File: src/hw/rte_defs.svh
// Constants for the receive tag, event mask, event status and timeout registers.
// Assumes the includer uses 16-bit register addresses and 8-bit register data.
`ifndef RTE_DEFS_SVH
`define RTE_DEFS_SVH

////////////////////////////////////////////////////////////////////////////////
// Register addresses
`define RTE_ADDR_MODE     16'h8006
`define RTE_ADDR_MASK     16'h8007
`define RTE_ADDR_STATUS   16'h8008
`define RTE_ADDR_TIMEOUT  16'h8009

////////////////////////////////////////////////////////////////////////////////
// Field positions and reset values
`define RTE_MODE_PIN_MSB  5
`define RTE_MODE_EE_BIT   6
`define RTE_EVT_MSB       2
`define RTE_MODE_RST      7'h00
`define RTE_EVT_RST       3'h0
`define RTE_RDATA_RST     8'h00

////////////////////////////////////////////////////////////////////////////////
// Timing: 25 ms pending limit at a 50 ns system clock
`define RTE_TIMEOUT_MS     25
`define RTE_CLK_PERIOD_NS  50
`define RTE_TIMEOUT_CYC    ((`RTE_TIMEOUT_MS * 1000000) / `RTE_CLK_PERIOD_NS)
`define RTE_TMR_W          20
`define RTE_STRAP_WAIT     2'h2

`endif

File: src/hw/rte_pkg.sv
// Types shared by the register bank and its event timers.
// Assumes rte_defs.svh is compiled alongside.
`include "rte_defs.svh"

package rte_pkg;

    ////////////////////////////////////////////////////////////////////////////
    // Receive tag and mode register, bit 0 at the bottom
    typedef struct packed {
        logic       eeprom_init;
        logic       inband_dir;
        logic       clk_dir;
        logic       strip;
        logic [2:0] tag_size;
    } rte_mode_t;

    // One bit per event: bit 0 PHY, bit 1 Rx null, bit 2 Tx null
    typedef struct packed {
        logic tx_null;
        logic rx_null;
        logic phy;
    } rte_evt_t;

    // Start-up phases, one-hot
    typedef enum logic [2:0] {
        RTE_PH_SYNC = 3'b001,
        RTE_PH_LOAD = 3'b010,
        RTE_PH_RUN  = 3'b100
    } rte_phase_t;

    typedef struct packed {
        rte_phase_t  phase;
        logic [1:0]  wait_cnt;
        rte_mode_t   mode;
        rte_evt_t    mask;
        rte_evt_t    status;
        rte_evt_t    notify;
        logic [7:0]  rdata;
        logic        rvalid;
        logic        irq_meta;
        logic        irq_sync;
        logic        irq_prev;
        logic [5:0]  strap_meta;
        logic [5:0]  strap_sync;
        logic        clk_oe;
    } rte_regs_state_t;

    typedef struct packed {
        logic [`RTE_TMR_W-1:0] cnt;
        logic                  timeout;
    } rte_tmr_state_t;

endpackage : rte_pkg

File: src/hw/rte_event_timer.sv
// Pending-time watchdog for one event status flag.
// Assumes i_pending is a registered status bit and i_service a one-cycle pulse.
`include "rte_defs.svh"

module rte_event_timer #(
    parameter int unsigned LIMIT = `RTE_TIMEOUT_CYC
) (
    input  wire logic i_clk,
    input  wire logic i_nrst,
    input  wire logic i_pending,
    input  wire logic i_service,
    output logic      o_timeout
);

    localparam logic [`RTE_TMR_W-1:0] LIM_M1 = `RTE_TMR_W'(LIMIT - 1);

    rte_pkg::rte_tmr_state_t st;
    rte_pkg::rte_tmr_state_t next_st;

    ////////////////////////////////////////////////////////////////////////////
    // Count while pending; a service write restarts the measurement
    always_comb begin
        next_st = st;
        if (i_service) begin
            next_st.cnt     = '0;                                // RQ13
            next_st.timeout = 1'b0;                              // RQ13
        end else if (i_pending && !st.timeout) begin
            if (st.cnt == LIM_M1) begin
                next_st.timeout = 1'b1;                          // RQ12
                next_st.cnt     = '0;
            end else begin
                next_st.cnt = st.cnt + 1'b1;                     // RQ15
            end
        end
    end

    always_ff @(posedge i_clk or negedge i_nrst) begin
        if (!i_nrst) begin
            st <= '0;
        end else begin
            st <= next_st;
        end
    end

    assign o_timeout = st.timeout;
endmodule // rte_event_timer

File: src/hw/rte_regs.sv
// Receive tag/mode, event mask, event status and timeout registers.
// Assumes register accesses arrive decoded from in-band programming cells as
// one-cycle read or write strobes on the system clock; strap and PHY interrupt
// pins are asynchronous and are synchronised here.
`include "rte_defs.svh"

// Overview of operation
// (RQ1) Tag size bits drive added tag bytes
// (RQ2) Bit 3 set strips the check byte
// (RQ3) Bit 4 zero drives receive clock out
// (RQ4) Bit 5 picks programming cell interface
// (RQ5) Bit 6 requests EEPROM header copy, default 0
// (RQ6) PHY mask bit enables notification cell
// (RQ7) Rx null mask bit enables notification
// (RQ8) Tx null mask bit enables notification
// (RQ9) PHY interrupt sets status bit 0
// (RQ10) Rx null pointer sets status bit 1
// (RQ11) Tx null pointer sets status bit 2
// (RQ12) Timeout bit after 25 ms unserviced
// (RQ13) Status write clears the timeout bits
// (RQ14) Pin fields writable only with override
// (RQ15) Per-event counter measures pending time
// (RQ16) Unused bits read zero, ignore writes
module rte_regs #(
    parameter int unsigned TIMEOUT_CYC = `RTE_TIMEOUT_CYC
) (
    input  wire logic        i_clk,
    input  wire logic        i_nrst,
    input  wire logic        i_reg_wr,
    input  wire logic        i_reg_rd,
    input  wire logic [15:0] i_reg_addr,
    input  wire logic [7:0]  i_reg_wdata,
    input  wire logic        i_pin_override,
    input  wire logic [5:0]  i_mode_straps,
    input  wire logic        i_phy_irq_input,
    input  wire logic        i_rx_null_hit,
    input  wire logic        i_tx_null_hit,
    output logic [7:0]       o_reg_rdata,
    output logic             o_reg_rvalid,
    output logic             o_ready,
    output logic [2:0]       o_rx_tag_size,
    output logic             o_rx_strip_check_byte,
    output logic             o_nibble_port_clock_dir,
    output logic             o_rx_nibble_port_clock_oe,
    output logic             o_inband_dir,
    output logic             o_eeprom_init_en,
    output logic [2:0]       o_notify_evt
);

    rte_pkg::rte_regs_state_t st;
    rte_pkg::rte_regs_state_t next_st;
    rte_pkg::rte_evt_t        evt;
    rte_pkg::rte_evt_t        timeout;
    logic                     svc;
    logic                     wr_ok;

    ////////////////////////////////////////////////////////////////////////////
    // Read decode; unmapped addresses and unused bits read zero
    function automatic logic [7:0] rd_mux(input logic [15:0] addr,
                                          input rte_pkg::rte_mode_t mode,
                                          input rte_pkg::rte_evt_t mask,
                                          input rte_pkg::rte_evt_t status,
                                          input rte_pkg::rte_evt_t tmo);
        logic [7:0] v;
        v = `RTE_RDATA_RST;
        if (addr == `RTE_ADDR_MODE) begin
            v = {1'b0, mode};
        end else if (addr == `RTE_ADDR_MASK) begin
            v = {5'h00, mask};
        end else if (addr == `RTE_ADDR_STATUS) begin
            v = {5'h00, status};
        end else if (addr == `RTE_ADDR_TIMEOUT) begin
            v = {5'h00, tmo};
        end
        return v;
    endfunction

    // Write hits one register only when the bank is running
    function automatic logic wr_hit(input logic wr, input logic run,
                                    input logic [15:0] addr, input logic [15:0] reg_addr);
        return wr && run && (addr == reg_addr);
    endfunction

    ////////////////////////////////////////////////////////////////////////////
    // Event sources: PHY interrupt edge on the synchronised pin
    assign evt.phy     = st.irq_sync && !st.irq_prev;
    assign evt.rx_null = i_rx_null_hit;
    assign evt.tx_null = i_tx_null_hit;
    assign wr_ok       = st.phase == rte_pkg::RTE_PH_RUN;
    assign svc         = wr_hit(i_reg_wr, wr_ok, i_reg_addr, `RTE_ADDR_STATUS);

    ////////////////////////////////////////////////////////////////////////////
    // One watchdog per event flag
    genvar gi;
    generate
        for (gi = 0; gi <= `RTE_EVT_MSB; gi++) begin : g_tmr
            rte_event_timer #(
                .LIMIT     (TIMEOUT_CYC)
            ) u_tmr (
                .i_clk     (i_clk),
                .i_nrst    (i_nrst),
                .i_pending (st.status[gi]),                      // RQ15
                .i_service (svc),                                // RQ13
                .o_timeout (timeout[gi])
            );
        end
    endgenerate

    ////////////////////////////////////////////////////////////////////////////
    // Next-state logic
    always_comb begin
        next_st            = st;
        next_st.irq_meta   = i_phy_irq_input;
        next_st.irq_sync   = st.irq_meta;
        next_st.irq_prev   = st.irq_sync;
        next_st.strap_meta = i_mode_straps;
        next_st.strap_sync = st.strap_meta;
        next_st.rvalid     = 1'b0;
        next_st.notify     = `RTE_EVT_RST;

        // Straps are caught only once the synchroniser has filled
        case (st.phase)
            rte_pkg::RTE_PH_SYNC: begin
                next_st.wait_cnt = st.wait_cnt + 1'b1;
                if (st.wait_cnt == `RTE_STRAP_WAIT) begin
                    next_st.phase = rte_pkg::RTE_PH_LOAD;
                end
            end
            rte_pkg::RTE_PH_LOAD: begin
                next_st.mode[`RTE_MODE_PIN_MSB:0] = st.strap_sync;
                next_st.phase = rte_pkg::RTE_PH_RUN;
            end
            rte_pkg::RTE_PH_RUN: begin
                next_st.phase = rte_pkg::RTE_PH_RUN;
            end
            default: begin
                next_st.phase = rte_pkg::RTE_PH_SYNC;
            end
        endcase

        // Mode register: pin fields locked unless overridden
        if (wr_hit(i_reg_wr, wr_ok, i_reg_addr, `RTE_ADDR_MODE)) begin
            if (i_pin_override) begin
                next_st.mode[`RTE_MODE_PIN_MSB:0] = i_reg_wdata[`RTE_MODE_PIN_MSB:0]; // RQ14
            end
            next_st.mode.eeprom_init = i_reg_wdata[`RTE_MODE_EE_BIT];                // RQ5
        end

        if (wr_hit(i_reg_wr, wr_ok, i_reg_addr, `RTE_ADDR_MASK)) begin
            next_st.mask = rte_pkg::rte_evt_t'(i_reg_wdata[`RTE_EVT_MSB:0]);         // RQ16
        end

        // Status: write one to clear, a same-cycle event wins
        if (svc) begin
            next_st.status = st.status & ~rte_pkg::rte_evt_t'(i_reg_wdata[`RTE_EVT_MSB:0]);
        end
        next_st.status = next_st.status | evt;                   // RQ9 RQ10 RQ11

        // Notification request only for unmasked events
        next_st.notify = evt & st.mask;                          // RQ6 RQ7 RQ8

        // Clock direction: switch mode drives the receive clock, but only once
        // the straps are in, so the pin never fights a board that drives it
        next_st.clk_oe = (next_st.phase == rte_pkg::RTE_PH_RUN) && !next_st.mode.clk_dir; // RQ3

        if (i_reg_rd) begin
            next_st.rdata  = rd_mux(i_reg_addr, st.mode, st.mask, st.status, timeout); // RQ16
            next_st.rvalid = 1'b1;
        end
    end

    always_ff @(posedge i_clk or negedge i_nrst) begin
        if (!i_nrst) begin
            st       <= '0;
            st.phase <= rte_pkg::RTE_PH_SYNC;
        end else begin
            st <= next_st;
        end
    end

    ////////////////////////////////////////////////////////////////////////////
    // Outputs, all straight from state
    assign o_reg_rdata               = st.rdata;
    assign o_reg_rvalid              = st.rvalid;
    assign o_ready                   = st.phase == rte_pkg::RTE_PH_RUN;
    assign o_rx_tag_size             = st.mode.tag_size;         // RQ1
    assign o_rx_strip_check_byte     = st.mode.strip;            // RQ2
    assign o_nibble_port_clock_dir   = st.mode.clk_dir;          // RQ3
    assign o_rx_nibble_port_clock_oe = st.clk_oe;
    assign o_inband_dir              = st.mode.inband_dir;       // RQ4
    assign o_eeprom_init_en          = st.mode.eeprom_init;      // RQ5
    assign o_notify_evt              = st.notify;
endmodule // rte_regs

File: config.mk
export PLATFORM = sky130hd
export DESIGN_NAME = rte_regs
export DESIGN_NICKNAME = d
export VERILOG_FILES = /design/src/hw/rte_pkg.sv /design/src/hw/rte_event_timer.sv /design/src/hw/rte_regs.sv
export VERILOG_INCLUDE_DIRS = /design/src /design/src/hw
export SDC_FILE = /design/constraint.sdc
export NUM_CORES = 1
export LEC_CHECK = 0
export BUFFER_PORTS_ARGS = -buffer_cell sky130_fd_sc_hd__clkbuf_2
export CAP_MARGIN = 20
export CORE_MARGIN = 4
export CORE_UTILIZATION = 45
export CTS_CLUSTER_SIZE = 16
export DETAILED_ROUTE_END_ITERATION = 7
export SLEW_MARGIN = 20
export SYNTH_ARGS = -nofsm -noshare
export SYNTH_HDL_FRONTEND = slang
export SYNTH_SLANG_ARGS = --single-unit
File: constraint.sdc
create_clock -name i_clk -period 3.1 [get_ports i_clk]
set_clock_uncertainty 0.15 [all_clocks]
set_input_delay 0.93 -clock i_clk [delete_from_list [all_inputs] [get_ports i_clk]]
set_output_delay 0.93 -clock i_clk [all_outputs]
set_load 0.02 [all_outputs]
* Yosys cells after proc, flatten, opt, wreduce, memory -nomap -nowiden *
Index checks and enable logic that the tools add are counted.

storage, ports and cells
  output and inout port bits = 21
  input bits = 38
  bits in registers = 108
  logic and storage cells = 97

cells by class
  bitwise logic cells = 4
  equal/unequal tests = 12
  multiplexer cells = 23
  reduce and logical (&&, ||, !) cells = 24
  add/sub/neg operators = 4

operators by type and width
  kind                   number
  $mux 21                6
  $eq 16x16->1 const B   4
  $add 20x1->20 const B  3
  $eq 20x19->1 const B   3
  $mux 20                3
  $mux 6                 3
  $mux 3                 5
  $reduce_bool 2->1      6
  $logic_and 1x1->1      9
  $mux 7                 1
  $and 3x3->3            2
  $eq 3x3->1 const B     2
  $pmux 3 s2             1
  $reduce_and 2->1       3
  $logic_not 1->1        5
  $mux 1                 4
  $eq 3x1->1 const B     1
  $eq 3x2->1 const B     1
  $not 3->3              1
  $or 3x3->3             1
  $add 2x1->2 const B    1
  $eq 2x2->1 const B     1
  $reduce_or 2->1        1

* Logic depth before layout (Yosys ltp) *
  word-level depth = 6
  gate-level depth with buffers = 7
  mapped depth without buffers = 6

* By module *
Synthesis repeated with hierarchy kept, for this count alone.

unflattened totals
  cells, all modules = 518
  area, all modules = 5,521.5 sq um

by module, submodules not included
  module           area an instance (sq um)  cells each  instances  sequential area each (sq um)
  rte_event_timer  1,196.1                   124         3          525.5
  rte_regs         1,933.1                   146         1          1,127.3

* Least setup slack after synthesis *
No wires, ideal clock.

  path kind = input to register
  from = input port i_reg_addr[1]
  to = register g_tmr[2].u_tmr.st[16] in the netlist's numbering
  path slack = 607 ps
  library setup time = 78 ps
  required time = 2,872 ps
  buffers on the path = 0
  arrival time = 2,265 ps
  stages on the path = 5
  cell sequence = or3b_4 nor3_4 a21oi_2 or4_1 a21oi_1

between the ends
  word-level cells in the longest chain between the ends = 3
  elaborated cells on any way between the ends = 4
  classes of those cells = eq/ne (1); mux (1); reduce/logical (2)

RTL lines
  element                                              line                   text
  start, declared                                      rte_regs.sv:31         input wire logic [15:0] i_reg_addr,
  $eq 16x16->1 *                                       rte_regs.sv:81         return wr && run && (addr == reg_addr);
  $logic_and 1x1->1 *                                  rte_regs.sv:81
  $mux 21 / $reduce_bool 2->1 (equally long branches)  n/a
  end signal, assigned                                 rte_event_timer.sv:41  st <= next_st;
  end, declared                                        rte_event_timer.sv:17  rte_pkg::rte_tmr_state_t st;

Mark *: on every way between the ends. The rest lies on a longest branch, timed or not.
A chain may end at the register's enable or synchronous reset.

* Worst setup path in the final report *
  from = register st[44] in the netlist's numbering
  to = output port o_ready

between the ends
  word-level cells in the longest chain between the ends = 1

RTL lines
  element                 line             text
  start, declared         rte_regs.sv:50   rte_pkg::rte_regs_state_t st;
  start signal, assigned  rte_regs.sv:177  st <= next_st;
  $eq 3x3->1              rte_regs.sv:185  assign o_ready = st.phase == rte_pkg::RTE_PH_RUN;
  end, declared           rte_regs.sv:40   output logic o_ready,

No other way between the ends.

==> summary.txt <==
Logic synthesis
  • Post-synthesis cell type with the largest combined area: dfrtp_1
  • Number of enable-type register cells in the synthesized netlist: 0
  • Sequential share of the synthesized area: 0.494
  • Number of storage elements in the synthesis netlist: 108
  • Count of warnings emitted by yosys: 0
  • Portion of synthesized cell area occupied by the leading cell type: 0.489
  • Dominant synthesized flop cell: dfrtp_1
  • Number of standard cells after synthesis: 573
  • Number of distinct library cells after synthesis: 61
  • Async S/R FF share, synth: 1.00
  • Post-Syn Nets: 615
  • Biggest area contributors in the synthesized netlist: dfrtp_1 49%, a21oi_1 4.6%, nor2_1 3.8%
  • Avg Cell Area, Syn: 9.56 sq um
  • Area of the mapped netlist: 0.00548 sq mm

Floorplan
  • Top-level I/O count: 59
  • Cell Rows: 40
  • Die width: 118 microns
  • Vertical extent of the die: 118 microns
  • Core outline area: 0.0120 sq mm
  • Die Footprint: 0.0140 sq mm
  • Initial core utilization: 0.458

Final layout
  • Proportion of layout cells with a drive suffix above 1: 0.168
  • Area growth syn-to-layout: 11.7%
  • Commonest cells after routing, fill and taps aside: 107 x dfrtp_1, 56 x nor2_1, 55 x clkbuf_2
  • Inserted Diodes: 0
  • Final nets: 649
  • Most common cell after layout, fill and taps aside: dfrtp_1
  • Post-route insts no fill: 759

STA
  • Period Utilization, post-route: 0.818
  • Worst-Margin Slew: 0.680 ns
  • Setup Viol. Count Final: 0
  • Number of pins exceeding their max-slew limit in the final report: 0
  • Final hold violations: 0
  • Total negative slack for setup checks: 0 ns
  • Unrepaired setup endpoints after global routing: false
  • Clock period minus worst slack: 2.54 ns
  • Rel. slew slack: 0.546
  • Fmax achieved: 0.394 GHz
  • Final worst hold slack: 0.207 ns
  • Setup slack of the critical path after layout: 0.563 ns

Pwr
  • Final Total Pwr: 2.75 mW
  • Leakage power total: 2.59 nW
  • Largest vdd supply drop: 0.339 mV
  • Power per unit of standard cell area: 450 mW/mm^2

Clock tree
  • Number of buffers added for setup after CTS: 0
  • CTS Buf Count: 9
  • Source-to-sink clock delay at the later pin of the worst-skew pair: 0.36 ns
  • Maximum number of buffers from clock root to sink: 2
  • CTS HTree Levels: 3
  • CTS tree: done
  • Num Clock Sinks: 108
  • Clock transition at the register clock pins on the worst setup and hold paths after CTS: 0.08 ns
  • Number of hold buffers added after cts: 0
  • Clock Root Buffer: clkbuf_16
  • Resize count post-CTS: 0

Global route
  • Fraction of met2 tracks used by global routing: 0.266
  • Total overflow reported by the global router: 0
  • Met3 track utilization from global routing: 0.0550
  • Global-route wire length before repair: 19500 microns
  • Fraction of met1 tracks used by global routing: 0.230
  • Routing layer with the top usage in global route: met2
  • Number of antenna violations at the first check in global routing: 1
  • Largest net degree at the start of global routing: 109
  • Gr usage total: 0.170
  • Via count of the first global-routing pass: 4025

Drt
  • First-pass iteration count of the detailed router: 4
  • Via total after detailed routing: 4237
  • DR DRC count: 0
  • Wirelength per Cell: 15.2 microns
  • Overall routed net length: 11500 microns
  • Initial DRC count: 282
  • Detail Route Antenna Nets: 0
  • Avg Vias per Cell: 5.58

Setup path
  • Critical Path Sink Type: output port
  • Startpoint types: flip-flop
  • Worst stage delay on the critical path: 0.43 ns
  • Req. time, crit path: 2.02 ns
  • Maximum fanout encountered on the critical timing path: 4
  • Critical Path Slowest Stage Cell: nor3b_1
  • Category of the most critical setup path: flip-flop to output port
  • Critical path cell sequence: nor3b_1 -> clkbuf_2
  • Critical Path AT: 1.46 ns

Placed design
  • Number of placed instances, taps included: 743
  • Half-perimeter wire length after detailed placement: 8020 microns
  • Number of port buffers: 56
  • Minimum setup slack after placement: 0.217 ns
  • Gp weighted congestion: 0.845

Hold path
  • Worst hold path type: flip-flop to flip-flop

Job
  • # Max-Cap Violations: 0

Outcome
  • Status: completed
## layout make-up
type	count	area (sq um)
Multi-Input combinational cell	412	2510
Clock inverter	7	76.3
Timing Repair Buffer	62	365
Tap cell	147	184
Clock buffer	9	225
Fill cell	1133	5850
Inverter	14	52.6
Sequential cell	108	2700
## sequential cells by signal, indices dropped and copies added (netlist names)
name and count:
g_tmr.u_tmr.st 60, st 18, next_st 8, o_reg_rdata 7, g_tmr.u_tmr.o_timeout 3, o_notify_evt 3
o_rx_tag_size 3, o_eeprom_init_en 1, o_inband_dir 1, o_nibble_port_clock_dir 1, o_reg_rvalid 1, o_rx_nibble_port_clock_oe 1
o_rx_strip_check_byte 1
## metal layers
| metal | up-vias | routed length (microns) |
|---|---|---|
| met1 | 2055 | 5560 |
| met2 | 48 | 5410 |
| met3 | 12 | 415 |
| met4 | 2 | 119 |
| li1 | 2120 | - |
| met5 | - | 12 |
## cells by family (layout without fill, tap and decap cells)
| group | count (synthesis) | in the layout | share of synthesized area |
|---|---|---|---|
| xor+xnor | 19 | 19 | 0.0304 |
| fa+ha+maj | 4 | 4 | 0.00914 |
| mux | 14 | 14 | 0.0267 |
| flops | 108 | 108 | 0.494 |
| compound gates | 109 | 109 | 0.117 |
| simple gates | 265 | 265 | 0.275 |
| buf+inv | 53 | 92 | 0.0482 |
| other cells | 1 | 1 | 0.000685 |
## path summary, 6_finish.rpt
kind | startpoint | slack [ns] | end | cells past startpoint
worst max-delay path | st[44] | 0.56 | o_ready | 2
worst min-delay path | next_st[2] | 0.21 | st[2] | 0
worst max register to register | g_tmr[2].u_tmr.st[1] | 0.78 | g_tmr[2].u_tmr.st[9] | 6
worst min register to register | next_st[2] | 0.21 | st[2] | 0
max in group asynchronous | i_nrst | 1.87 | g_tmr[2].u_tmr.o_timeout | 2
min in group asynchronous | i_nrst | 0.48 | g_tmr[1].u_tmr.st[6] | 2
## critical path: cells and delay by family, from the launching register on
kind | cells | cell delay, ns
buffers and inverters | 1 | 0.26
flip-flops | 1 | 0.40
AND/OR/NAND/NOR | 1 | 0.43
## synthesized netlist by cell type (10+ instances only)
master	number
clkbuf_1	16
and3_1	10
dfrtp_1	107
xor2_1	12
nand3_1	35
or4_1	12
a21oi_1	50
and4_1	11
inv_1	14
and2_1	10
nor2_1	56
or3_1	16
buf_4	15
nand2_1	50
nand4_1	19
o21ai_0	20
## metrics by stage
stage,cell area (sq um),util
finish,6120,0.511
global route,6120,0.511
CTS,6120,0.511
detailed placement,5810,0.486
global placement,5810,0.486
floorplan,5480,-
## power breakdown
group	switching [mW]	internal (mW)	total [mW]
sequential	0.0157	1.43	1.44
clock	0.583	0.575	1.16
combinational	0.0939	0.0559	0.150
No activity file was read; power rests on OpenSTA's default activity.
